$ cat config.mk
export PLATFORM = sky130hd
export DESIGN_NAME = mifu_top
export DESIGN_NICKNAME = d
export VERILOG_FILES = /design/src/mifu_pkg.sv /design/src/mifu_top.sv
export VERILOG_INCLUDE_DIRS = /design/src /design/src/src
export SDC_FILE = /design/constraint.sdc
export NUM_CORES = 1
export LEC_CHECK = 0
export ABC_AREA = 1
export BUFFER_PORTS_ARGS = -buffer_cell sky130_fd_sc_hd__clkbuf_2
export CAP_MARGIN = 40
export CORE_MARGIN = 2
export CORE_UTILIZATION = 61
export DETAILED_ROUTE_END_ITERATION = 10
export GPL_TIMING_DRIVEN = 0
export PLACE_DENSITY = 0.84
export SLEW_MARGIN = 30
export SYNTH_ARGS = -nofsm -noshare
export SYNTH_HDL_FRONTEND = slang
export SYNTH_SLANG_ARGS = --single-unit
$ cat constraint.sdc
create_clock -name CLK_SYS -period 2.96 [get_ports CLK_SYS]
set_input_delay 0.592 -clock CLK_SYS [delete_from_list [all_inputs] [get_ports CLK_SYS]]
set_output_delay 0.592 -clock CLK_SYS [all_outputs]
set_load 0.005 [all_outputs]
$ cat src/mifu_defs.svh
// Overview of operation
// - Compare nibble for key group 1 at KEY_GROUP1_COMPARE, read/write, bits reset to 1.
// - Compare nibble for key group 0 at KEY_GROUP0_COMPARE, read/write, bits reset to 1.
// - Group 2 compare bits at CCH: pair bits 0-1, single bit 2, reset 1.
// - Input mask nibble at D0H: single, pair, group1, group0; reset 0.
// - Timer mask nibble at D1H: 1 Hz, 2 Hz, 16 Hz, 32 Hz; reset 0.
// - Dial done mask is bit 0 of D2H; upper bits unused, reset 0.
// - Unused bits have no storage and read as zero.
// - Input flags sit in bit 0 of C0H, C1H, C2H, C3H.
// - Timer flags at C4H matching mask bits; dial flag at C5H bit 0.
// - Pin select bits at C6H bits 0-1, C7H and C8H.
// - Flags set on their event regardless of the mask.
// - All addresses are reached directly with no paging.
// - Reading a flag nibble clears it; reset clears all flags.
// - Request when flag and mask are 1 and enable is 1; accept clears enable.
// - Vectors 102H to 10CH in rising priority, single pin highest.
`ifndef MIFU_DEFS_SVH
`define MIFU_DEFS_SVH
`define MIFU_A_FLAG_SINGLE 8'hC0
`define MIFU_A_FLAG_PAIR 8'hC1
`define MIFU_A_FLAG_KG1 8'hC2
`define MIFU_A_FLAG_KG0 8'hC3
`define MIFU_A_FLAG_TIMER 8'hC4
`define MIFU_A_FLAG_DIAL 8'hC5
`define MIFU_A_SEL_PAIR 8'hC6
`define MIFU_A_SEL_KG1 8'hC7
`define MIFU_A_SEL_KG0 8'hC8
`define MIFU_A_CMP_G2 8'hCC
`define MIFU_A_CMP_KG1 8'hCD
`define MIFU_A_CMP_KG0 8'hCE
`define MIFU_A_MASK_IN 8'hD0
`define MIFU_A_MASK_TMR 8'hD1
`define MIFU_A_MASK_DIAL 8'hD2
`define MIFU_CMP_RESET 4'hF
`define MIFU_MASK_RESET 4'h0
`define MIFU_CMP_G2_RESET 3'h7
`define MIFU_SEL_RESET 4'h0
`define MIFU_SEL_PAIR_RESET 2'h0
`define MIFU_VEC_TIMER 12'h102
`define MIFU_VEC_DIAL 12'h104
`define MIFU_VEC_KG0 12'h106
`define MIFU_VEC_KG1 12'h108
`define MIFU_VEC_PAIR 12'h10A
`define MIFU_VEC_SINGLE 12'h10C
`define MIFU_VECTOR_CYCLES 4'hC
`endif

$ cat src/mifu_pkg.sv
`default_nettype none
package mifu_pkg;
   typedef enum logic [1:0]
   {
      MIFU_IDLE = 2'h1,
      MIFU_VECT = 2'h2
   } mifu_state_t;
endpackage
`default_nettype wire

$ cat src/mifu_top.sv
// Local design decision: the address-and-strobe port.
`include "mifu_defs.svh"
`default_nettype none
module mifu_top
(
   // Clock and reset
   input wire logic CLK_SYS,
   input wire logic RSTN,
   // Register port
   input wire logic [7:0] ADDR,
   input wire logic [3:0] WDATA,
   input wire logic WR,
   input wire logic RD,
   output logic [3:0] RDATA,
   // Key input pins, asynchronous
   input wire logic [3:0] KEY_IN_G0,
   input wire logic [3:0] KEY_IN_G1,
   input wire logic [2:0] KEY_IN_G2,
   // Event pulses from on-chip blocks
   input wire logic [3:0] TIMER_EVT,
   input wire logic DIAL_DONE,
   // CPU sequencer side
   input wire logic IRQ_ENABLE_SET,
   input wire logic IRQ_ENABLE_CLR,
   output logic IRQ_ENABLED,
   output logic IRQ_REQ,
   output logic IRQ_TAKEN,
   output logic [11:0] IRQ_VECTOR
);

   // ****************************************
   // Pin synchronisers
   // ****************************************
   logic [10:0] pin_meta_reg;
   logic [10:0] pin_sync_reg;
   always_ff @(posedge CLK_SYS or negedge RSTN)
      if (!RSTN)
      begin
         pin_meta_reg <= 11'h7FF;
         pin_sync_reg <= 11'h7FF;
      end
      else
      begin
         pin_meta_reg <= {KEY_IN_G2, KEY_IN_G1, KEY_IN_G0};
         pin_sync_reg <= pin_meta_reg;
      end

   // ****************************************
   // Control registers
   // ****************************************
   logic [3:0] compare_key_group0;
   logic [3:0] compare_key_group1;
   logic [2:0] compare_g2;
   logic [3:0] select_key_group0;
   logic [3:0] select_key_group1;
   logic [1:0] select_pair_pins_g2;
   logic [3:0] mask_in_reg;
   logic [3:0] mask_tmr_reg;
   logic mask_dial_done;

   function automatic logic hit(input logic [7:0] a, input logic [7:0] b);
      hit = (a == b);
   endfunction

   always_ff @(posedge CLK_SYS or negedge RSTN)
      if (!RSTN)
      begin
         compare_key_group0 <= `MIFU_CMP_RESET;
         compare_key_group1 <= `MIFU_CMP_RESET;
         compare_g2 <= `MIFU_CMP_G2_RESET;
      end
      else if (WR)
      begin
         if (hit(ADDR, `MIFU_A_CMP_KG1))
            compare_key_group1 <= WDATA;
         if (hit(ADDR, `MIFU_A_CMP_KG0))
            compare_key_group0 <= WDATA;
         if (hit(ADDR, `MIFU_A_CMP_G2))
            compare_g2 <= WDATA[2:0];
      end

   always_ff @(posedge CLK_SYS or negedge RSTN)
      if (!RSTN)
      begin
         select_key_group0 <= `MIFU_SEL_RESET;
         select_key_group1 <= `MIFU_SEL_RESET;
         select_pair_pins_g2 <= `MIFU_SEL_PAIR_RESET;
      end
      else if (WR)
      begin
         if (hit(ADDR, `MIFU_A_SEL_PAIR))
            select_pair_pins_g2 <= WDATA[1:0];
         if (hit(ADDR, `MIFU_A_SEL_KG1))
            select_key_group1 <= WDATA;
         if (hit(ADDR, `MIFU_A_SEL_KG0))
            select_key_group0 <= WDATA;
      end

   // Masks take effect at once; writes under enable are the software's hazard
   always_ff @(posedge CLK_SYS or negedge RSTN)
      if (!RSTN)
      begin
         mask_in_reg <= `MIFU_MASK_RESET;
         mask_tmr_reg <= `MIFU_MASK_RESET;
         mask_dial_done <= 1'b0;
      end
      else if (WR)
      begin
         if (hit(ADDR, `MIFU_A_MASK_IN))
            mask_in_reg <= WDATA;
         if (hit(ADDR, `MIFU_A_MASK_TMR))
            mask_tmr_reg <= WDATA;
         if (hit(ADDR, `MIFU_A_MASK_DIAL))
            mask_dial_done <= WDATA[0];
      end

   // ****************************************
   // Factor flags
   // ****************************************
   // Order: single, pair, group1, group0
   logic [3:0] in_evt;
   logic [3:0] in_flag_reg;
   logic [3:0] tmr_flag_reg;
   logic dial_flag_reg;
   logic [3:0] in_rdclr;
   assign in_evt[3] = pin_sync_reg[10] != compare_g2[2];
   assign in_evt[2] = |(select_pair_pins_g2 & (pin_sync_reg[9:8] ^ compare_g2[1:0]));
   assign in_evt[1] = |(select_key_group1 & (pin_sync_reg[7:4] ^ compare_key_group1));
   assign in_evt[0] = |(select_key_group0 & (pin_sync_reg[3:0] ^ compare_key_group0));

   genvar gi;
   generate
      for (gi = 0; gi < 4; gi++)
      begin : g_in_flag
         assign in_rdclr[gi] = RD && hit(ADDR, `MIFU_A_FLAG_SINGLE + 8'(3 - gi));
         // Set beats read-clear so a coincident event is kept
         always_ff @(posedge CLK_SYS or negedge RSTN)
            if (!RSTN)
               in_flag_reg[gi] <= 1'b0;
            else if (in_evt[gi])
               in_flag_reg[gi] <= 1'b1;
            else if (in_rdclr[gi])
               in_flag_reg[gi] <= 1'b0;
      end
   endgenerate

   always_ff @(posedge CLK_SYS or negedge RSTN)
      if (!RSTN)
         tmr_flag_reg <= 4'h0;
      else if (RD && hit(ADDR, `MIFU_A_FLAG_TIMER))
         tmr_flag_reg <= TIMER_EVT;
      else
         tmr_flag_reg <= tmr_flag_reg | TIMER_EVT;

   always_ff @(posedge CLK_SYS or negedge RSTN)
      if (!RSTN)
         dial_flag_reg <= 1'b0;
      else if (DIAL_DONE)
         dial_flag_reg <= 1'b1;
      else if (RD && hit(ADDR, `MIFU_A_FLAG_DIAL))
         dial_flag_reg <= 1'b0;

   // ****************************************
   // Read port
   // ****************************************
   logic [3:0] rdata_next;
   always_comb
   begin
      rdata_next = 4'h0;
      case (ADDR)
         `MIFU_A_FLAG_SINGLE: rdata_next = {3'h0, in_flag_reg[3]};
         `MIFU_A_FLAG_PAIR: rdata_next = {3'h0, in_flag_reg[2]};
         `MIFU_A_FLAG_KG1: rdata_next = {3'h0, in_flag_reg[1]};
         `MIFU_A_FLAG_KG0: rdata_next = {3'h0, in_flag_reg[0]};
         `MIFU_A_FLAG_TIMER: rdata_next = tmr_flag_reg;
         `MIFU_A_FLAG_DIAL: rdata_next = {3'h0, dial_flag_reg};
         `MIFU_A_SEL_PAIR: rdata_next = {2'h0, select_pair_pins_g2};
         `MIFU_A_SEL_KG1: rdata_next = select_key_group1;
         `MIFU_A_SEL_KG0: rdata_next = select_key_group0;
         `MIFU_A_CMP_G2: rdata_next = {1'b0, compare_g2};
         `MIFU_A_CMP_KG1: rdata_next = compare_key_group1;
         `MIFU_A_CMP_KG0: rdata_next = compare_key_group0;
         `MIFU_A_MASK_IN: rdata_next = mask_in_reg;
         `MIFU_A_MASK_TMR: rdata_next = mask_tmr_reg;
         `MIFU_A_MASK_DIAL: rdata_next = {3'h0, mask_dial_done};
         default: rdata_next = 4'h0;
      endcase
   end

   always_ff @(posedge CLK_SYS or negedge RSTN)
      if (!RSTN)
         RDATA <= 4'h0;
      else if (RD)
         RDATA <= rdata_next;
      else
         RDATA <= 4'h0;

   // ****************************************
   // Request and vectoring
   // ****************************************
   logic [3:0] in_pend;
   logic tmr_pend;
   logic dial_pend;
   logic any_pend;
   logic [11:0] vector_next;
   assign in_pend = in_flag_reg & mask_in_reg;
   assign tmr_pend = |(tmr_flag_reg & mask_tmr_reg);
   assign dial_pend = dial_flag_reg & mask_dial_done;
   assign any_pend = (|in_pend) | tmr_pend | dial_pend;

   always_comb
   begin
      // Highest priority first
      if (in_pend[3])
         vector_next = `MIFU_VEC_SINGLE;
      else if (in_pend[2])
         vector_next = `MIFU_VEC_PAIR;
      else if (in_pend[1])
         vector_next = `MIFU_VEC_KG1;
      else if (in_pend[0])
         vector_next = `MIFU_VEC_KG0;
      else if (dial_pend)
         vector_next = `MIFU_VEC_DIAL;
      else
         vector_next = `MIFU_VEC_TIMER;
   end

   mifu_pkg::mifu_state_t state_reg;
   logic [3:0] vcount_reg;

   always_ff @(posedge CLK_SYS or negedge RSTN)
      if (!RSTN)
      begin
         state_reg <= mifu_pkg::MIFU_IDLE;
         vcount_reg <= 4'h0;
         IRQ_ENABLED <= 1'b0;
         IRQ_REQ <= 1'b0;
         IRQ_TAKEN <= 1'b0;
         IRQ_VECTOR <= `MIFU_VEC_TIMER;
      end
      else
      begin
         IRQ_TAKEN <= 1'b0;
         case (state_reg)
            mifu_pkg::MIFU_IDLE:
            begin
               IRQ_REQ <= any_pend && IRQ_ENABLED;
               if (any_pend && IRQ_ENABLED)
               begin
                  IRQ_ENABLED <= 1'b0;
                  IRQ_VECTOR <= vector_next;
                  vcount_reg <= `MIFU_VECTOR_CYCLES - 4'h1;
                  state_reg <= mifu_pkg::MIFU_VECT;
               end
               else if (IRQ_ENABLE_SET)
                  IRQ_ENABLED <= 1'b1;
               else if (IRQ_ENABLE_CLR)
                  IRQ_ENABLED <= 1'b0;
            end
            mifu_pkg::MIFU_VECT:
            begin
               IRQ_REQ <= 1'b0;
               if (vcount_reg == 4'h1)
               begin
                  IRQ_TAKEN <= 1'b1;
                  state_reg <= mifu_pkg::MIFU_IDLE;
               end
               vcount_reg <= vcount_reg - 4'h1;
            end
            default:
               state_reg <= mifu_pkg::MIFU_IDLE;
         endcase
      end

   // ****************************************
   // Checks
   // ****************************************
   read_unused_a: assert property (@(posedge CLK_SYS) disable iff (!RSTN)
      RD && hit(ADDR, `MIFU_A_MASK_DIAL) |=> RDATA[3:1] == 3'h0)
      else $error("unused bits not zero");
   flag_clear_a: assert property (@(posedge CLK_SYS) disable iff (!RSTN)
      RD && hit(ADDR, `MIFU_A_FLAG_DIAL) && !DIAL_DONE |=> !dial_flag_reg)
      else $error("dial flag not cleared by read");
   flag_set_a: assert property (@(posedge CLK_SYS) disable iff (!RSTN)
      DIAL_DONE |=> dial_flag_reg)
      else $error("dial flag not set");
   // Request pulse opens the sequence, taken pulse closes it 11 cycles on
   accept_ie_a: assert property (@(posedge CLK_SYS) disable iff (!RSTN)
      $rose(IRQ_REQ) |-> !IRQ_ENABLED ##11 IRQ_TAKEN)
      else $error("accept sequence wrong");
   req_cause_a: assert property (@(posedge CLK_SYS) disable iff (!RSTN)
      IRQ_REQ |-> $past(any_pend) && $past(IRQ_ENABLED))
      else $error("request without cause");
   single_prio_a: assert property (@(posedge CLK_SYS) disable iff (!RSTN)
      state_reg == mifu_pkg::MIFU_IDLE && IRQ_ENABLED && in_pend[3]
      |=> IRQ_VECTOR == `MIFU_VEC_SINGLE)
      else $error("priority vector wrong");
   mask_write_a: assert property (@(posedge CLK_SYS) disable iff (!RSTN)
      WR && hit(ADDR, `MIFU_A_MASK_TMR) ##1 RD && hit(ADDR, `MIFU_A_MASK_TMR)
      |=> RDATA == $past(WDATA, 2))
      else $error("timer mask readback wrong");
   edge_set_a: assert property (@(posedge CLK_SYS) disable iff (!RSTN)
      in_evt[0] |=> in_flag_reg[0])
      else $error("group0 flag not set");

endmodule
`default_nettype wire

Yosys cells after proc, flatten, opt, wreduce, memory -nomap -nowiden --
Index checks and enable logic that the tools add are counted.
Storage, ports and cells: bits in registers 86, output and inout port bits 19, word-level logic and storage cells 119
Operators by class: add/sub/neg operators 1, eq/ne operators 21, muxes and demuxes 29, bitwise logic cells 12, reductions and logical operators 32
Operator list (count):
- $eq 8x8->1 const B | 15
- $pmux 4 s15 | 1
- $reduce_and 2->1 | 13
- $mux 4 | 6
- $and 4x4->4 | 4
- $reduce_or 4->1 | 4
- $mux 1 | 15
- $reduce_bool 2->1 | 6
- $pmux 4 s2 | 1
- $xor 4x4->4 | 2
- $logic_and 1x1->1 | 7
- $mux 3 | 2
- $eq 4x1->1 const B | 1
- $mux 2 | 2
- $ne 2x2->1 const B | 2
- $or 4x4->4 | 1
- $pmux 2 s2 | 1
- $sub 4x1->4 const B | 1
- $reduce_bool 3->1 | 1
- $and 2x2->2 | 1
- $eq 2x1->1 const B | 1
- $eq 2x2->1 const B | 1
- $or 1x1->1 | 2
- $pmux 1 s2 | 1
- 4 further kinds | 4

Depth between registers and ports, before layout --
depth after elaboration 7, gate-level depth with buffers 11, gate-level depth less buffers 10

Worst setup path before layout --
Ideal clock, no wire load.
path type input -> register, start point input port ADDR[5], end point register in_flag_reg[0], library setup time 0.124 ns, arrival time 1.411 ns, required time 2.836 ns, setup slack 1.425 ns, cell stages on the path 7, path buffers 2, path through inv_1 > nand2_1 > nor2_2 > buf_4 > buf_6 > nand3_1 > a211o_1
On the way: cells in the longest elaborated chain, start to end 3
Ends and longest elaborated chain:
- from (decl) | line mifu_top.sv:10 | input wire logic [7:0] ADDR,
- $eq 8x8->1 | line mifu_top.sv:62 | hit = (a == b);
- $logic_and 1x1->1 | line mifu_top.sv:135 | assign in_rdclr[gi] = RD && hit(ADDR, `MIFU_A_FLAG_SINGLE + 8'(3 - gi));
- $reduce_bool 2->1 (no source line)
- to (signal, indexed assignment) | line mifu_top.sv:139 | in_flag_reg[gi] <= 1'b0;
- to (signal, indexed assignment) | line mifu_top.sv:141 | in_flag_reg[gi] <= 1'b1;
- to (signal, indexed assignment) | line mifu_top.sv:143 | in_flag_reg[gi] <= 1'b0;
- to (decl) | line mifu_top.sv:122 | logic [3:0] in_flag_reg;
No other way between the ends. A chain may end at the register's enable or synchronous reset.

Final worst setup path --
start point register IRQ_VECTOR[1], end point output port IRQ_VECTOR[1]
RTL lines:
- from (decl) | line mifu_top.sv:28 | output logic [11:0] IRQ_VECTOR
- from (signal assigned) | line mifu_top.sv:239 | IRQ_VECTOR <= `MIFU_VEC_TIMER;
- from (signal assigned) | line mifu_top.sv:251 | IRQ_VECTOR <= vector_next;
No word-level cell between the ends.

==> flow_metrics.env <==
export IMPL_critical_path_max_stage_delay_ps=530
export IMPL_vdd_drop_max_uv=543
export IMPL_tritoncts_clock_tree="yes"
export IMPL_crit_path_max_fanout=2
export IMPL_combinational_family_with_the_most_area_after_synthesis="simple AND/OR/NAND/NOR gates"
export IMPL_setup_viol=0
export IMPL_yosys_area_share_adder_pct=1.39
export IMPL_postCtsHoldBufs=0
export IMPL_synth_warnings=0
export IMPL_fp_dieW_um=80.7
export IMPL_drt_antenna_violating_nets=0
export IMPL_tritoncts_num_sinks=77
export IMPL_final_layout_size_suffix_gt1_share_pct=26.9
export IMPL_fin_area_mm2=0.00419
export IMPL_top_level_ports=53
export IMPL_drtPass1Iterations=5
export IMPL_reg2regPathDepth=5
export IMPL_synth_edff_count=0
export IMPL_worstSetupEndpointType="primary output"
export IMPL_max_clock_freq_mhz=630
export IMPL_timing_final_hold_violations=0
export IMPL_antenna_diode_count=0
export IMPL_synth_simple_gate_area_share_pct=26.6
export IMPL_main_flop_type_after_synthesis="sky130_fd_sc_hd__dfrtp_1"
export IMPL_gpl_final_weighted_congestion=0.986
export IMPL_clock_skew_ps=8.92
export IMPL_clock_tree_buffer_depth=2
export IMPL_worst_min_delay_path_class="primary input to async pin"
export IMPL_synth_async_reset_ratio_pct=100
export IMPL_cellPowerDensity_mw_per_mm2=636
export IMPL_post_synth_num_cell_types=36
export IMPL_slew_violations=0
export IMPL_gr_total_overflow=0
export IMPL_layout_setup_ws_ps=1370
export IMPL_synth_area_per_cell_um2=8.69
export IMPL_dpl_hpwl_mm=5.99
export IMPL_grt_antenna_before_repair=0
export IMPL_muxShareOfSynthArea_pct=0
export IMPL_route_vias_total=3071
export IMPL_cts_setup_buffers=0
export IMPL_cpMaxStageDelayCell="sky130_fd_sc_hd__dfstp_2"
export IMPL_crit_path_cell_trace="clkbuf_2"
export IMPL_drt_iter0_markers=209
export IMPL_placedCellCount=535
export IMPL_route_detailed_wl_per_inst_um=14.9
export IMPL_area_growth_from_synthesis_to_layout_pct=16.7
export IMPL_insertion_delay_ps=360
export IMPL_drt_wl_total_mm=8.19
export IMPL_final_std_cells_w_o_fill=551
export IMPL_synth_compound_gate_area_share_pct=9.13
export IMPL_startpoint_type="flop"
export IMPL_critical_path_required_ps=2370
export IMPL_final_net_count=512
export IMPL_critPathArrivalTime_ps=1000
export IMPL_synthesis_area_mm2=0.00359
export IMPL_synthXorXnorAreaFrac_pct=1.22
export IMPL_cells_after_synthesis=413
export IMPL_total_leakage_power_nw=2.09
export IMPL_critPathKind="flop to primary output"
export IMPL_yosysSeqAreaShare_pct=54.9
export IMPL_die_area_mm2=0.00652
export IMPL_die_h_um=80.7
export IMPL_grt_first_pass_wirelength_mm=13.6
export IMPL_clk_transition_reported_paths_ps=80
export IMPL_layout_cells_most_common_list="sky130_fd_sc_hd__nand2_1, sky130_fd_sc_hd__nand3_1, sky130_fd_sc_hd__dfrtp_1, sky130_fd_sc_hd__clkbuf_2, sky130_fd_sc_hd__o21ai_0"
export IMPL_grt_usage_pct=28.4
export IMPL_placeableCoreArea_mm2=0.00561
export IMPL_post_cts_resized_instances=0
export IMPL_placement_setup_slack_ps=1110
export IMPL_total_buffers_and_inverters_traversed_by_the_critical_path=1
export IMPL_grt_pass1_vias=2914
export IMPL_cp_top_family="flip-flops"
export IMPL_unrepaired_setup_endpoints_after_global_routing="false"
export IMPL_slew_headroom_pct=61.1
export IMPL_grt_start_max_net_pins=50
export IMPL_core_rowCount=27
export IMPL_remaining_drc_errors=0
export IMPL_status="completed"
export IMPL_start_util_pct=64.0
export IMPL_buffer_ports_inserted=42
export IMPL_max_cap_viol_count=0
export IMPL_worstSetupPathDepth=1
export IMPL_setup_total_negative_slack_ps=0
export IMPL_cts_buffers_inserted=9
export IMPL_final_common_cell="sky130_fd_sc_hd__nand2_1"
export IMPL_layout_min_cycle_time_ps=1590
export IMPL_worst_pin_slew_ps=584
export IMPL_cts_max_level=3
export IMPL_utilization_pct=74.7
export IMPL_final_min_period_over_clock_period_pct=53.6
export IMPL_clock_root_buffer="sky130_fd_sc_hd__clkbuf_8"
export IMPL_synth_ff_latch_count=77
export IMPL_placed_area_mm2=0.00395
export IMPL_detail_route_vias_per_cell=5.57
routing by layer:
| metal | track usage, % | part of all wire (%) | routed length, um |
|---|---|---|---|
| met2 | 45.7 | 48 | 3900 |
| met4 | 11.4 | 2.2 | 181 |
| met3 | 7.08 | 5.8 | 476 |
| met1 | 37.1 | 44 | 3640 |
| met5 | 0 | 0 | 0 |
synthesized netlist by cell type (2+ instances only):
cell type                  number  area, um2
sky130_fd_sc_hd__conb_1         2       7.51
sky130_fd_sc_hd__o21ai_0       37        185
sky130_fd_sc_hd__xor2_1         3       26.3
sky130_fd_sc_hd__buf_4         11       82.6
sky130_fd_sc_hd__inv_1         29        109
sky130_fd_sc_hd__buf_2          2       10.0
sky130_fd_sc_hd__nor2_2         8       50.1
sky130_fd_sc_hd__inv_2          5       18.8
sky130_fd_sc_hd__xnor2_1        2       17.5
sky130_fd_sc_hd__nand4_1        7       43.8
sky130_fd_sc_hd__o21ai_1        2       10.0
sky130_fd_sc_hd__ha_1           4       50.1
sky130_fd_sc_hd__o21bai_1       4       30.0
sky130_fd_sc_hd__dfrtp_1       42       1050
sky130_fd_sc_hd__a21oi_1        4       20.0
sky130_fd_sc_hd__nand2_2        3       18.8
sky130_fd_sc_hd__o211ai_1       2       15.0
sky130_fd_sc_hd__dfstp_2       35        920
sky130_fd_sc_hd__nand2_1      115        432
sky130_fd_sc_hd__nand3_1       47        235
sky130_fd_sc_hd__or2_2          2       12.5
sky130_fd_sc_hd__nand3_2        3       30.0
sky130_fd_sc_hd__o31ai_1        3       22.5
sky130_fd_sc_hd__nor2_1        29        109
layout make-up:
type	instances	area, um2
Clock inverter	4	56.3
Inverter	34	128
Timing Repair Buffer	43	240
Tap cell	72	90.1
Buffer	15	108
Clock buffer	12	188
Multi-Input combinational cell	294	1410
Sequential cell	77	1970
Fill cell	403	1420
cells by family after synthesis:
logic type,after synthesis
flip-flops,77
AND/OR/NAND/NOR,218
other,2
buffers and inverters,49
adder cells (fa/ha/maj),4
XOR/XNOR,5
AO/OA/AOI/OAI,58
power by group:
| part | internal [W] | switching (W) |
|---|---|---|
| Sequential | 0.00119 | 0.0000877 |
| Clock | 0.000522 | 0.000403 |
| Combinational | 0.000177 | 0.000283 |
worst paths after layout:
check	start	endpoint	slack, ps
setup / recovery	IRQ_VECTOR[1]$_DFFE_PN1P_	IRQ_VECTOR[1]	1370
min in group CLK_SYS	KEY_IN_G1[3]	pin_meta_reg[7]$_DFF_PN1_	300
hold / removal	RSTN	in_flag_reg[0]$_DFFE_PN0P_	190
setup reg to reg	state_reg[0]$_DFFE_PN1P_	vcount_reg[0]$_DFFE_PN0P_	1470
max in group asynchronous	RSTN	pin_meta_reg[9]$_DFF_PN1_	2140
hold reg to reg	pin_meta_reg[9]$_DFF_PN1_	pin_sync_reg[9]$_DFF_PN1_	360
through the flow:
stage	total power, W	hold slack [ps]
global route	0.00282	211
floorplan	0.00158	296
global placement	0.00171	345
CTS	0.00268	201
finish	0.00266	192
detailed placement	0.00175	347
Power figures use the tool's default switching activity.
